`src/design/pscp_cfg.svh`:
```
`ifndef PSCP_CFG_SVH
`define PSCP_CFG_SVH

// Register addresses on the 5-bit register port
`define PSCP_ADDR_MAIN 5'h00
`define PSCP_ADDR_PATTERN 5'h0A
`define PSCP_ADDR_PRIORITY 5'h0D
`define PSCP_ADDR_MODES 5'h10
`define PSCP_ADDR_GAIN 5'h11
`define PSCP_ADDR_STATUS 5'h1F

// Field positions in the main register
`define PSCP_MAIN_SOFT_CLEAR 10
`define PSCP_MAIN_REF_INT 5
`define PSCP_MAIN_CH_PDN_LSB 1
`define PSCP_MAIN_GLOBAL_SLEEP 0

// Field positions in the other registers
`define PSCP_PATTERN_LSB 5
`define PSCP_PRIORITY_BIT 10
`define PSCP_MODES_LINK_LSB 0
`define PSCP_MODES_SER_LSB 2
`define PSCP_MODES_ORDER_LSB 4
`define PSCP_GAIN_BIT 0

// Test output select field codes
`define PSCP_PAT_NORMAL 3'h0
`define PSCP_PAT_SYNC 3'h1
`define PSCP_PAT_DESKEW 3'h2

// Reset values
`define PSCP_MAIN_RST 11'h000
`define PSCP_PATTERN_RST 3'h0
`define PSCP_PRIORITY_RST 1'h0
`define PSCP_MODES_RST 6'h00
`define PSCP_GAIN_RST 1'h0

// Strap level codes
`define PSCP_LVL0 2'h0
`define PSCP_LVL1 2'h1
`define PSCP_LVL2 2'h2
`define PSCP_LVL3 2'h3

`endif

```
`src/design/pscp_pkg.sv`:
```
package pscp_pkg;

  typedef logic [1:0] pscp_level_t;

  typedef enum logic [2:0] {
    PSCP_OUT_NORMAL = 3'b001,
    PSCP_OUT_SYNC = 3'b010,
    PSCP_OUT_DESKEW = 3'b100
  } pscp_pattern_e;

endpackage : pscp_pkg

```
`src/design/pscp_top.sv`:
```
// Function
// [RL1] After power-up, settings follow the sleep and strap pins in pin-only mode, no reset needed.
// [RL2] Register strap-equivalent bits act only while register priority is high; else straps rule.
// [RL3] Sleep pin high forces global power down; global sleep bit acts only when pin low.
// [RL4] Serial use: coarse gain from gain bit only under register priority, else 0 dB.
// [RL5] Serial use: reference source comes only from the reference register bit.
// [RL6] Serial use: patterns from test output select field, power down from global sleep bit.
// [RL7] Pin-only: clock low, data high gives sync pattern; both low is normal conversion.
// [RL8] Pin-only: clock high, data low powers down channels, references, multiplier and buffers.
// [RL9] Pin-only: clock and data both high gives deskew pattern on every channel.
// [RL10] Pin-only select levels: ext 0 dB, ext 3.5 dB, int 3.5 dB, int 0 dB.
// [RL11] Link strap levels: double-rate 1-wire, unused, single-rate 2-wire, double-rate 2-wire.
// [RL12] Serialize strap in single-rate 2-wire: 14x fall, 16x fall, 16x rise, 14x rise.
// [RL13] Order strap levels: MSB two's, MSB offset, LSB offset, LSB two's complement.
// [RL14] Outside party ties the reserved strap to ground.
// [RL15] Outside party resets registers before use, then holds the reset pin low.
// [RL16] Register priority is bit 10 of register 0x0D; high hands straps to registers.
// [RL17] Soft clear bit high in register 0x00 restores defaults and self-clears.
// [RL18] Each multi-level strap arrives as a two-bit level code, zero lowest.
// [RL19] Unused link strap level decodes as double-rate bit clock, 1-wire output.
//
// Design decisions made here: the register offsets and the address-and-strobe port.
`timescale 1ns/10ps
`default_nettype none
`include "pscp_cfg.svh"

module pscp_top (
  input wire logic core_clk, // 20 MHz block clock
  input wire logic reset, // Async reset, high
  input wire logic serial_port_en_pin, // High when the serial port is in use
  input wire logic sleep_pin, // Dedicated global sleep pin
  input wire logic serial_clk_pin, // Serial clock pin, a control level in pin-only mode
  input wire logic serial_in_pin, // Serial data pin, a control level in pin-only mode
  input wire logic [1:0] serial_select_pin, // Level code of the select pin
  input wire logic [1:0] link_width_strap, // Level code of the link strap
  input wire logic [1:0] serialize_edge_strap, // Level code of the serialize strap
  input wire logic [1:0] reserved_strap, // Level code of the reserved strap
  input wire logic [1:0] order_format_strap, // Level code of the order strap
  input wire logic [4:0] reg_addr, // Register address
  input wire logic [10:0] reg_wdata, // Register write data
  input wire logic reg_wr, // Register write strobe
  input wire logic reg_rd, // Register read strobe
  output logic [10:0] reg_rdata, // Register read data
  output logic global_pdn_q, // Global power down
  output logic [3:0] channel_pdn_q, // Per-channel power down
  output logic refs_pdn_q, // Internal references powered down
  output logic pll_pdn_q, // Clock multiplier powered down
  output logic outbuf_pdn_q, // Output buffers powered down
  output logic ref_internal_q, // Internal reference selected
  output logic gain_3p5_q, // 3.5 dB coarse gain, else 0 dB
  output logic [2:0] test_pattern_q, // One-hot output pattern select
  output logic ddr_bitclk_q, // Double-rate bit clock
  output logic two_wire_q, // 2-wire output
  output logic ser16_q, // 16x serialization, else 14x
  output logic capture_rising_q, // Capture on rising edge
  output logic lsb_first_q, // LSB first
  output logic offset_binary_q, // Offset binary, else two's complement
  output logic reserved_strap_bad_q // Reserved strap not at ground
);

  logic [3:0] ctl_s;
  logic [9:0] strap_s;
  logic port_en_s;
  logic sleep_s;
  logic sclk_s;
  logic serial_in_pin_s;
  pscp_pkg::pscp_level_t sel_lvl;
  pscp_pkg::pscp_level_t link_lvl;
  pscp_pkg::pscp_level_t ser_lvl;
  pscp_pkg::pscp_level_t rsv_lvl;
  pscp_pkg::pscp_level_t order_lvl;

  logic global_sleep_q;
  logic [3:0] ch_pdn_q;
  logic ref_int_q;
  logic [2:0] pattern_q;
  logic override_q;
  logic [5:0] modes_q;
  logic gain_q;
  logic [10:0] status;

  logic use_regs;
  pscp_pkg::pscp_level_t link_eff;
  pscp_pkg::pscp_level_t ser_eff;
  pscp_pkg::pscp_level_t order_eff;
  logic mode_pdn;
  logic pdn_d;
  pscp_pkg::pscp_pattern_e pattern_d;
  logic ref_int_d;
  logic gain_d;
  logic ddr_d;
  logic two_wire_d;
  logic ser16_d;
  logic rising_d;
  logic lsb_d;
  logic ob_d;

  // Every pin level is asynchronous to core_clk; straps are only static on paper
  pscp_sync #(
    .W(4)
  ) u_ctl_sync (
    .core_clk(core_clk),
    .reset(reset),
    .async_in({serial_port_en_pin, sleep_pin, serial_clk_pin, serial_in_pin}),
    .sync_out(ctl_s)
  );

  pscp_sync #(
    .W(10)
  ) u_strap_sync (
    .core_clk(core_clk),
    .reset(reset),
    .async_in({serial_select_pin, link_width_strap, serialize_edge_strap, reserved_strap, order_format_strap}),
    .sync_out(strap_s)
  );

  assign port_en_s = ctl_s[3];
  assign sleep_s = ctl_s[2];
  assign sclk_s = ctl_s[1];
  assign serial_in_pin_s = ctl_s[0];
  assign sel_lvl = strap_s[9:8]; // [RL18]
  assign link_lvl = strap_s[7:6];
  assign ser_lvl = strap_s[5:4];
  assign rsv_lvl = strap_s[3:2];
  assign order_lvl = strap_s[1:0];

  pscp_regs u_regs (
    .core_clk(core_clk),
    .reset(reset),
    .reg_addr(reg_addr),
    .reg_wdata(reg_wdata),
    .reg_wr(reg_wr),
    .reg_rd(reg_rd),
    .status_in(status),
    .reg_rdata(reg_rdata),
    .global_sleep_q(global_sleep_q),
    .ch_pdn_q(ch_pdn_q),
    .ref_int_q(ref_int_q),
    .pattern_q(pattern_q),
    .override_q(override_q),
    .modes_q(modes_q),
    .gain_q(gain_q)
  );

  assign status = {global_pdn_q, ref_internal_q, gain_3p5_q, test_pattern_q[2], test_pattern_q[1],
                   ddr_bitclk_q, two_wire_q, ser16_q, capture_rising_q, lsb_first_q, offset_binary_q};

  // Register codes reuse the strap level encoding so one decoder serves both sources
  assign use_regs = port_en_s && override_q; // [RL2] [RL16]
  assign link_eff = use_regs ? modes_q[`PSCP_MODES_LINK_LSB +: 2] : link_lvl; // [RL2]
  assign ser_eff = use_regs ? modes_q[`PSCP_MODES_SER_LSB +: 2] : ser_lvl; // [RL2]
  assign order_eff = use_regs ? modes_q[`PSCP_MODES_ORDER_LSB +: 2] : order_lvl; // [RL2]

  always_comb begin
    ddr_d = 1'b1;
    two_wire_d = 1'b0;
    unique case (link_eff)
      `PSCP_LVL0, `PSCP_LVL1: begin
        ddr_d = 1'b1; // [RL11] [RL19]
        two_wire_d = 1'b0;
      end
      `PSCP_LVL2: begin
        ddr_d = 1'b0; // [RL11]
        two_wire_d = 1'b1;
      end
      `PSCP_LVL3: begin
        ddr_d = 1'b1; // [RL11]
        two_wire_d = 1'b1;
      end
    endcase
  end

  // Serialization choice is decoded always; the link only honours it in single-rate 2-wire mode
  always_comb begin
    ser16_d = 1'b0;
    rising_d = 1'b0;
    unique case (ser_eff)
      `PSCP_LVL0: begin
        ser16_d = 1'b0; // [RL12]
        rising_d = 1'b0;
      end
      `PSCP_LVL1: begin
        ser16_d = 1'b1; // [RL12]
        rising_d = 1'b0;
      end
      `PSCP_LVL2: begin
        ser16_d = 1'b1; // [RL12]
        rising_d = 1'b1;
      end
      `PSCP_LVL3: begin
        ser16_d = 1'b0; // [RL12]
        rising_d = 1'b1;
      end
    endcase
  end

  always_comb begin
    lsb_d = 1'b0;
    ob_d = 1'b0;
    unique case (order_eff)
      `PSCP_LVL0: begin
        lsb_d = 1'b0; // [RL13]
        ob_d = 1'b0;
      end
      `PSCP_LVL1: begin
        lsb_d = 1'b0; // [RL13]
        ob_d = 1'b1;
      end
      `PSCP_LVL2: begin
        lsb_d = 1'b1; // [RL13]
        ob_d = 1'b1;
      end
      `PSCP_LVL3: begin
        lsb_d = 1'b1; // [RL13]
        ob_d = 1'b0;
      end
    endcase
  end

  // Pattern and power down: pin pair in pin-only mode, registers once the serial port is in use
  always_comb begin
    pattern_d = pscp_pkg::PSCP_OUT_NORMAL;
    mode_pdn = 1'b0;
    if (port_en_s) begin
      mode_pdn = global_sleep_q; // [RL6]
      if (pattern_q == `PSCP_PAT_SYNC) begin
        pattern_d = pscp_pkg::PSCP_OUT_SYNC; // [RL6]
      end else if (pattern_q == `PSCP_PAT_DESKEW) begin
        pattern_d = pscp_pkg::PSCP_OUT_DESKEW; // [RL6]
      end
    end else begin
      unique case ({sclk_s, serial_in_pin_s})
        2'b00: pattern_d = pscp_pkg::PSCP_OUT_NORMAL; // [RL7]
        2'b01: pattern_d = pscp_pkg::PSCP_OUT_SYNC; // [RL7]
        2'b10: mode_pdn = 1'b1; // [RL8]
        2'b11: pattern_d = pscp_pkg::PSCP_OUT_DESKEW; // [RL9]
      endcase
    end
  end

  assign pdn_d = sleep_s || mode_pdn; // [RL3]

  always_comb begin
    ref_int_d = 1'b0;
    gain_d = 1'b0;
    if (port_en_s) begin
      ref_int_d = ref_int_q; // [RL5]
      gain_d = override_q && gain_q; // [RL4]
    end else begin
      unique case (sel_lvl)
        `PSCP_LVL0: begin
          ref_int_d = 1'b0; // [RL10]
          gain_d = 1'b0;
        end
        `PSCP_LVL1: begin
          ref_int_d = 1'b0; // [RL10]
          gain_d = 1'b1;
        end
        `PSCP_LVL2: begin
          ref_int_d = 1'b1; // [RL10]
          gain_d = 1'b1;
        end
        `PSCP_LVL3: begin
          ref_int_d = 1'b1; // [RL10]
          gain_d = 1'b0;
        end
      endcase
    end
  end

  // Outputs track the pins continuously, so straps apply after power-up with or without reset
  always_ff @(posedge core_clk or posedge reset) begin
    if (reset) begin
      global_pdn_q <= 1'b0;
      refs_pdn_q <= 1'b0;
      pll_pdn_q <= 1'b0;
      outbuf_pdn_q <= 1'b0;
      channel_pdn_q <= 4'h0;
    end else begin
      global_pdn_q <= pdn_d; // [RL1] [RL3]
      refs_pdn_q <= pdn_d; // [RL8]
      pll_pdn_q <= pdn_d; // [RL8]
      outbuf_pdn_q <= pdn_d; // [RL8]
      channel_pdn_q <= {4{pdn_d}} | (port_en_s ? ch_pdn_q : 4'h0); // [RL8]
    end
  end

  always_ff @(posedge core_clk or posedge reset) begin
    if (reset) begin
      ref_internal_q <= 1'b0;
      gain_3p5_q <= 1'b0;
      test_pattern_q <= pscp_pkg::PSCP_OUT_NORMAL;
    end else begin
      ref_internal_q <= ref_int_d; // [RL1]
      gain_3p5_q <= gain_d;
      test_pattern_q <= pattern_d;
    end
  end

  always_ff @(posedge core_clk or posedge reset) begin
    if (reset) begin
      ddr_bitclk_q <= 1'b1;
      two_wire_q <= 1'b0;
      ser16_q <= 1'b0;
      capture_rising_q <= 1'b0;
      lsb_first_q <= 1'b0;
      offset_binary_q <= 1'b0;
    end else begin
      ddr_bitclk_q <= ddr_d; // [RL1]
      two_wire_q <= two_wire_d;
      ser16_q <= ser16_d;
      capture_rising_q <= rising_d;
      lsb_first_q <= lsb_d;
      offset_binary_q <= ob_d;
    end
  end

  // Flags a board that breaks the ground tie on the reserved strap
  always_ff @(posedge core_clk or posedge reset) begin
    if (reset) begin
      reserved_strap_bad_q <= 1'b0;
    end else begin
      reserved_strap_bad_q <= rsv_lvl != `PSCP_LVL0; // [RL14]
    end
  end

  sleep_force_a: assert property (@(posedge core_clk) disable iff (reset) // [RL3]
    sleep_s |=> global_pdn_q && pll_pdn_q && (channel_pdn_q == 4'hF))
    else $error("sleep pin did not force global power down");

  sleep_bit_a: assert property (@(posedge core_clk) disable iff (reset) // [RL6]
    (port_en_s && !sleep_s) |=> (global_pdn_q == $past(global_sleep_q)))
    else $error("global sleep bit not obeyed while sleep pin low");

  pin_sync_a: assert property (@(posedge core_clk) disable iff (reset) // [RL7]
    (!port_en_s && !sleep_s && !sclk_s && serial_in_pin_s) |=> (test_pattern_q == pscp_pkg::PSCP_OUT_SYNC) && !global_pdn_q)
    else $error("sync pattern not selected by pin pair");

  pin_pdn_a: assert property (@(posedge core_clk) disable iff (reset) // [RL8]
    (!port_en_s && sclk_s && !serial_in_pin_s) |=> global_pdn_q && refs_pdn_q && outbuf_pdn_q)
    else $error("pin pair power down not applied");

  pin_deskew_a: assert property (@(posedge core_clk) disable iff (reset) // [RL9]
    (!port_en_s && sclk_s && serial_in_pin_s) |=> (test_pattern_q == pscp_pkg::PSCP_OUT_DESKEW))
    else $error("deskew pattern not selected by pin pair");

  sel_level_a: assert property (@(posedge core_clk) disable iff (reset) // [RL10]
    (!port_en_s && sel_lvl == `PSCP_LVL2) |=> ref_internal_q && gain_3p5_q)
    else $error("select level two not internal reference with gain");

  gain_default_a: assert property (@(posedge core_clk) disable iff (reset) // [RL4]
    (port_en_s && !override_q) |=> !gain_3p5_q)
    else $error("coarse gain not 0 dB without register priority");

  ref_reg_a: assert property (@(posedge core_clk) disable iff (reset) // [RL5]
    port_en_s |=> (ref_internal_q == $past(ref_int_q)))
    else $error("reference source not taken from register bit");

  link_unused_a: assert property (@(posedge core_clk) disable iff (reset) // [RL19]
    (link_eff == `PSCP_LVL1) |=> ddr_bitclk_q && !two_wire_q)
    else $error("unused link level not decoded as lowest level");

  strap_priority_a: assert property (@(posedge core_clk) disable iff (reset) // [RL2]
    !use_regs |=> (lsb_first_q == $past(order_lvl[1])) && (ser16_q == $past(ser_lvl[0] ^ ser_lvl[1])))
    else $error("strap levels not obeyed without register priority");

  soft_clear_a: assert property (@(posedge core_clk) disable iff (reset) // [RL17]
    (reg_wr && reg_addr == `PSCP_ADDR_MAIN && reg_wdata[`PSCP_MAIN_SOFT_CLEAR])
      |=> !override_q && !global_sleep_q && (modes_q == 6'h00) ##1 (reg_rdata[10] == 1'b0))
    else $error("soft clear did not restore defaults");

  order_decode_a: assert property (@(posedge core_clk) disable iff (reset) // [RL13]
    (order_eff == `PSCP_LVL3) |=> lsb_first_q && !offset_binary_q)
    else $error("order level three not LSB first two's complement");

endmodule : pscp_top

`default_nettype wire

```
`src/design/pscp_sync.sv`:
```
`timescale 1ns/10ps
`default_nettype none

module pscp_sync #(
  parameter int W = 1
) (
  input wire logic core_clk, // Block clock
  input wire logic reset, // Async reset, high
  input wire logic [W-1:0] async_in, // Level from outside the domain
  output logic [W-1:0] sync_out // Level after two flops
);

  logic [W-1:0] meta_q;

  always_ff @(posedge core_clk or posedge reset) begin
    if (reset) begin
      meta_q <= '0;
      sync_out <= '0;
    end else begin
      meta_q <= async_in;
      sync_out <= meta_q;
    end
  end

endmodule : pscp_sync

`default_nettype wire

```
`src/design/pscp_regs.sv`:
```
`timescale 1ns/10ps
`default_nettype none
`include "pscp_cfg.svh"

module pscp_regs (
  input wire logic core_clk, // Block clock
  input wire logic reset, // Async reset, high
  input wire logic [4:0] reg_addr, // Register address
  input wire logic [10:0] reg_wdata, // Write data
  input wire logic reg_wr, // Write strobe
  input wire logic reg_rd, // Read strobe
  input wire logic [10:0] status_in, // Effective settings for readback
  output logic [10:0] reg_rdata, // Read data, cycle after strobe
  output logic global_sleep_q, // Global sleep bit
  output logic [3:0] ch_pdn_q, // Per-channel power down bits
  output logic ref_int_q, // Reference source bit
  output logic [2:0] pattern_q, // Test output select field
  output logic override_q, // Register-priority bit
  output logic [5:0] modes_q, // Register strap-equivalent codes
  output logic gain_q // Gain step bit
);

  logic [10:0] main_q;
  logic soft_clear;

  // Soft clear restores defaults at once; the bit itself is never stored, so it reads back low
  assign soft_clear = reg_wr && reg_addr == `PSCP_ADDR_MAIN && reg_wdata[`PSCP_MAIN_SOFT_CLEAR]; // [RL17]

  always_ff @(posedge core_clk or posedge reset) begin
    if (reset) begin
      main_q <= `PSCP_MAIN_RST;
      pattern_q <= `PSCP_PATTERN_RST;
      override_q <= `PSCP_PRIORITY_RST;
      modes_q <= `PSCP_MODES_RST;
      gain_q <= `PSCP_GAIN_RST;
    end else if (soft_clear) begin
      main_q <= `PSCP_MAIN_RST; // [RL17]
      pattern_q <= `PSCP_PATTERN_RST;
      override_q <= `PSCP_PRIORITY_RST;
      modes_q <= `PSCP_MODES_RST;
      gain_q <= `PSCP_GAIN_RST;
    end else if (reg_wr) begin
      unique case (reg_addr)
        `PSCP_ADDR_MAIN: main_q <= {1'b0, 4'h0, reg_wdata[5:0]};
        `PSCP_ADDR_PATTERN: pattern_q <= reg_wdata[`PSCP_PATTERN_LSB +: 3];
        `PSCP_ADDR_PRIORITY: override_q <= reg_wdata[`PSCP_PRIORITY_BIT]; // [RL16]
        `PSCP_ADDR_MODES: modes_q <= reg_wdata[5:0];
        `PSCP_ADDR_GAIN: gain_q <= reg_wdata[`PSCP_GAIN_BIT];
        default: ;
      endcase
    end
  end

  assign global_sleep_q = main_q[`PSCP_MAIN_GLOBAL_SLEEP];
  assign ch_pdn_q = main_q[`PSCP_MAIN_CH_PDN_LSB +: 4];
  assign ref_int_q = main_q[`PSCP_MAIN_REF_INT];

  always_ff @(posedge core_clk or posedge reset) begin
    if (reset) begin
      reg_rdata <= 11'h000;
    end else if (reg_rd) begin
      unique case (reg_addr)
        `PSCP_ADDR_MAIN: reg_rdata <= main_q;
        `PSCP_ADDR_PATTERN: reg_rdata <= {3'h0, pattern_q, 5'h00};
        `PSCP_ADDR_PRIORITY: reg_rdata <= {override_q, 10'h000};
        `PSCP_ADDR_MODES: reg_rdata <= {5'h00, modes_q};
        `PSCP_ADDR_GAIN: reg_rdata <= {10'h000, gain_q};
        `PSCP_ADDR_STATUS: reg_rdata <= status_in;
        default: reg_rdata <= 11'h000;
      endcase
    end else begin
      reg_rdata <= 11'h000;
    end
  end

endmodule : pscp_regs

`default_nettype wire

```
`config.mk`:
```
export PLATFORM = sky130hd
export DESIGN_NAME = pscp_top
export DESIGN_NICKNAME = d
export VERILOG_FILES = /design/src/design/pscp_pkg.sv /design/src/design/pscp_top.sv /design/src/design/pscp_sync.sv /design/src/design/pscp_regs.sv
export VERILOG_INCLUDE_DIRS = /design/src /design/src/design
export SDC_FILE = /design/constraint.sdc
export NUM_CORES = 1
export LEC_CHECK = 0
export BUFFER_PORTS_ARGS = -buffer_cell sky130_fd_sc_hd__buf_2
export CORE_UTILIZATION = 34
export CTS_BUF_LIST = sky130_fd_sc_hd__clkbuf_16
export CTS_CLUSTER_SIZE = 28
export DETAILED_ROUTE_END_ITERATION = 16
export SETUP_SLACK_MARGIN = 0.15
export SYNTH_ARGS = -nofsm -noshare
export SYNTH_HDL_FRONTEND = slang
export SYNTH_SLANG_ARGS = --single-unit
```
`constraint.sdc`:
```
create_clock -name core_clk -period 2 [get_ports core_clk]
set_input_delay 0.2 -clock core_clk [delete_from_list [all_inputs] [get_ports core_clk]]
set_output_delay 0.2 -clock core_clk [all_outputs]
set_load 0.01 [all_outputs]
```
==> qor.csv <==
stage;metric;value;unit
pwr;Static Leakage;1.77;nW
floorplan;starting utilization of the core area;34.9;%
cells_and_area;number of fill cells in the layout;746;
sta;Rel. slew slack;53.8;%
grt;Congestion Overflow GR;0;
pwr;share of power burned in the clock network;49.8;%
routing;vias per std cell;4.80;
pwr;net switching power of the design;0.854;mW
sta;setup_tns;0;ns
sta;final count of negative-setup-slack endpoints;0;
clock_network;clock root buffer;sky130_fd_sc_hd__clkbuf_16;
synthesis;unique cell type count in the Yosys netlist;42;
job;max-cap violation count;0;
floorplan;height of the die;93.7;um
sta;number of pins with negative max-slew slack in the final report;0;
cells_and_area;Final Util;46.4;%
cells_and_area;final non-filler cell total;410;
sta;actual transition at the worst max-transition pin;0.687;ns
pwr;part of the total power dissipated in combinational logic;9.1;%
routing;Remaining DRCs;0;
outcome;result of the run;finished, final reports clean;
cells_and_area;count of antenna diodes in the layout;0;
worst_setup_path;cell with the biggest individual delay on the critical path;sky130_fd_sc_hd__or4b_1;
clock_network;H-tree level count;3;
grt;GRT Total Usage;14.6;%
worst_setup_path;arrival time of data at the critical path endpoint;1.46;ns
sta;final hold viol count;0;
synthesis;count of mapped cells out of synthesis;223;
sta;FMAX;799;MHz
pwr;Net Sw Frac;20.8;%
floorplan;Die X-Extent;93.7;um
worst_setup_path;CP cell instances;buf_2, or4b_1, o21ai_0, a211oi_1;
pwr;Max rail drop VDD;414;uV
placed_design;post-DP HPWL;3.93;mm
worst_setup_path;critical path's largest stage delay;0.69;ns
grt;pin count of the biggest net entering global routing;74;
worst_setup_path;required time worst endpoint;2.21;ns
clock_network;clock latency reported for the late side of the worst-skew pair;0.33;ns
worst_setup_path;Worst Setup Start Kind;input pin;
cells_and_area;post-route standard cell area excluding fillers;3790;um2
synthesis;sequential cell area fraction in the yosys report;64.0;%
placed_design;Area after DPL;3260;um2
clock_network;number of clock sinks seen by CTS;73;
synthesis;area fraction in and, or, nand and nor cells after synthesis;14.9;%
routing;via count;1968;
worst_setup_path;Worst Path Max Fanout;21;
sta;final critical delay including setup and external delays;1.25;ns
cells_and_area;share of cells above drive strength 1;34.4;%
grt;global-route wire length before repair;9.40;mm
placed_design;cell count after placement;380;
synthesis;share of synthesized area spent on multiplexers;5.91;%
clock_network;clock transition at the registers of the reported paths;0.06;ns
sta;worst-case clock skew;0.00579;ns
routing;overall routed net length;5.82;mm
sta;post-route clock period utilization;62.6;%
clock_network;number of buffers created by CTS;9;
cells_and_area;net count reported at finish;337;
synthesis;cell types with the largest area share after synthesis;sky130_fd_sc_hd__dfrtp_1 62%, sky130_fd_sc_hd__mux2_2 5.9%, sky130_fd_sc_hd__nand3_1 2.8%;
clock_network;number of buffers between clock root and the deepest sink;2;
sta;setup repair after global routing missed its margin;no;
synthesis;synthesized net count;259;
synthesis;count of flip-flops with a built-in enable after synthesis;0;
synthesis;Ys Warns;0;
floorplan;Die Area;8770;um2
synthesis;Async SR Flop Fraction;100;%
synthesis;largest area contributor in the synthesized netlist;sky130_fd_sc_hd__dfrtp_1;
worst_hold_path;class of the worst hold path;input pin to register;
cells_and_area;area overhead of the layout relative to synthesis;32.8;%
floorplan;core region area;8180;um2
clock_network;clock tree from TritonCTS;yes;
pwr;Internal;3.25;mW
synthesis;largest family of logic cells by synthesized area;simple AND/OR/NAND/NOR gates;
routing;DRT iter0 DRCs;96;
synthesis;netlist area before placement;2860;um2
synthesis;average instance area after synthesis;12.8;um2
floorplan;number of ports placed on the die boundary;65;
worst_setup_path;category of the most critical setup path;input pin to register;
grt;vias in the first global route;1925;
synthesis;top cell type's share of synthesized area;62.2;%
routing;WL per Instance;14.2;um
synthesis;most instantiated flip-flop cell in the synthesis netlist;sky130_fd_sc_hd__dfrtp_1;
placed_design;GPL Wtd Cong;0.772;
placed_design;port bufs;62;
synthesis;Post-Synth Adder-Cell Area;0.876;%
synthesis;fraction of the mapped netlist area in compound gates;9.72;%
pwr;pwr dens;1080;nW/um2
routing;post-route antenna net violation count;0;
floorplan;# rows;33;
pwr;sequential share of power;41.1;%
worst_setup_path;Setup crit end kind;register;
grt;antenna violations before repair;0;
synthesis;xor/xnor cell area share of the yosys netlist;1.23;%
routing;first drt pass iteration count;4;
synthesis;Seq cells post-synth;73;
==> power groups by stage <==
stage	clock network (mW)	logic, mW	registers (mW)
after CTS	2.07	0.381	1.69
after floorplan	0	0.215	1.70
final	2.04	0.375	1.68
after global placement	0	0.349	1.71
after detailed placement	0	0.355	1.71
after global routing	2.15	0.419	1.70
==> cells in the final DEF (no fill, tap or decap), drive strengths merged, types with 4 or more instances in the layout <==
cell         netlist  layout
a21o               4       4
nand2b             7       7
nor2b             12      12
nand2              7       7
o21ai             15      15
clkbuf             5       9
inv                5       4
mux2              15      15
buf                8      65
a21oi             12      12
dfrtp             71      71
nand3             16      16
a21boi             4       4
a32oi              4       4
bufinv             0       5
dlygate4sd3        0      15
==> Yosys cell counts, types with 2 or more instances <==
master and count:
sky130_fd_sc_hd__nor3_1 3, sky130_fd_sc_hd__nand3_1 16, sky130_fd_sc_hd__a21oi_1 12, sky130_fd_sc_hd__inv_1 5
sky130_fd_sc_hd__nor2_1 2, sky130_fd_sc_hd__a32oi_1 4, sky130_fd_sc_hd__ha_1 2, sky130_fd_sc_hd__buf_2 3
sky130_fd_sc_hd__nand4_1 2, sky130_fd_sc_hd__and4_1 2, sky130_fd_sc_hd__nor2b_1 12, sky130_fd_sc_hd__a21o_1 4
sky130_fd_sc_hd__and4bb_2 2, sky130_fd_sc_hd__xor2_1 2, sky130_fd_sc_hd__nand3b_1 2, sky130_fd_sc_hd__o21ai_0 15
sky130_fd_sc_hd__mux2_2 15, sky130_fd_sc_hd__clkbuf_1 5, sky130_fd_sc_hd__xnor2_1 2, sky130_fd_sc_hd__nand2_1 6
sky130_fd_sc_hd__buf_4 4, sky130_fd_sc_hd__nand2b_1 7, sky130_fd_sc_hd__dfrtp_1 71, sky130_fd_sc_hd__a31oi_1 2
sky130_fd_sc_hd__dfstp_2 2, sky130_fd_sc_hd__a21boi_0 4, sky130_fd_sc_hd__o22ai_1 2
==> worst paths after layout <==
kind                                   startpoint                       end  slack (ns)  cells past startpoint
max in group asynchronous                   reset              ddr_bitclk_q        1.16                      4
min                                  reg_wdata[7]       u_regs.pattern_q[2]        0.12                      3
min in group asynchronous                   reset       u_regs.reg_rdata[6]        0.53                      4
min reg2reg                u_strap_sync.meta_q[2]  u_strap_sync.sync_out[2]        0.35                      0
max                                   reg_addr[2]             u_regs.gain_q        0.75                      4
max reg2reg                u_ctl_sync.sync_out[3]          channel_pdn_q[0]        0.78                      2
==> worst max-delay path: cells and delay by family <==
family / cells / cell delay, ns
compound gates: 2 / 0.34
buf+inv: 1 / 0.22
simple gates: 1 / 0.69
==> kinds of logic (layout without fill, tap and decap cells) <==
logic type	Yosys count	count (layout)
flops	73	73
simple gates	65	65
compound gates	46	46
buf+inv	18	100
mux	15	15
xor+xnor	4	4
fa+ha+maj	2	2
==> registers in the layout, summed over array words and instances (netlist names), 3 cells and up <==
| name | flops |
|---|---|
| u_regs.modes_q | 6 |
| u_ctl_sync.meta_q | 4 |
| u_regs.pattern_q | 3 |
| u_regs.main_q | 6 |
| channel_pdn_q | 4 |
| u_regs.reg_rdata | 11 |
| test_pattern_q | 3 |
| u_strap_sync.sync_out | 10 |
| u_strap_sync.meta_q | 10 |
| u_ctl_sync.sync_out | 4 |
==> cell type report <==
class / count / area [um2] / area share (%)
Inverter: 5 / 22.5 / 0.594
Clock inverter: 6 / 155 / 4.09
Multi-Input combinational cell: 132 / 933 / 24.6
Clock buffer: 9 / 225 / 5.94
Timing Repair Buffer: 80 / 495 / 13.1
Sequential cell: 73 / 1830 / 48.2
Tap cell: 105 / 131 / 3.46
==> stage by stage <==
step | hold slack (ns) | setup WS [ns] | power [mW]
after floorplan | 0.231 | 0.715 | 1.92
after global placement | 0.309 | 0.464 | 2.06
after detailed placement | 0.309 | 0.423 | 2.07
after CTS | 0.113 | 0.738 | 4.14
final | 0.117 | 0.748 | 4.10
after global routing | 0.121 | 0.641 | 4.26
==> timing repair <==
action                                 in CTS  in global routing
endpoints found under the hold margin      85                  0
hold buffers                               15                  0
buffers inserted                            0                  0
resized for setup                           0                  0
==> routing by layer <==
metal / wire [um] / GRT usage, % / vias to the layer above
li1: - / - / 945
met1: 2640 / 18.3 / 955
met2: 2610 / 22.4 / 58
met3: 450 / 5.66 / 10
met4: 114 / 6.54 / 0
met5: 0 / 0 / -
Note: power is estimated with default switching activity, not from simulation.
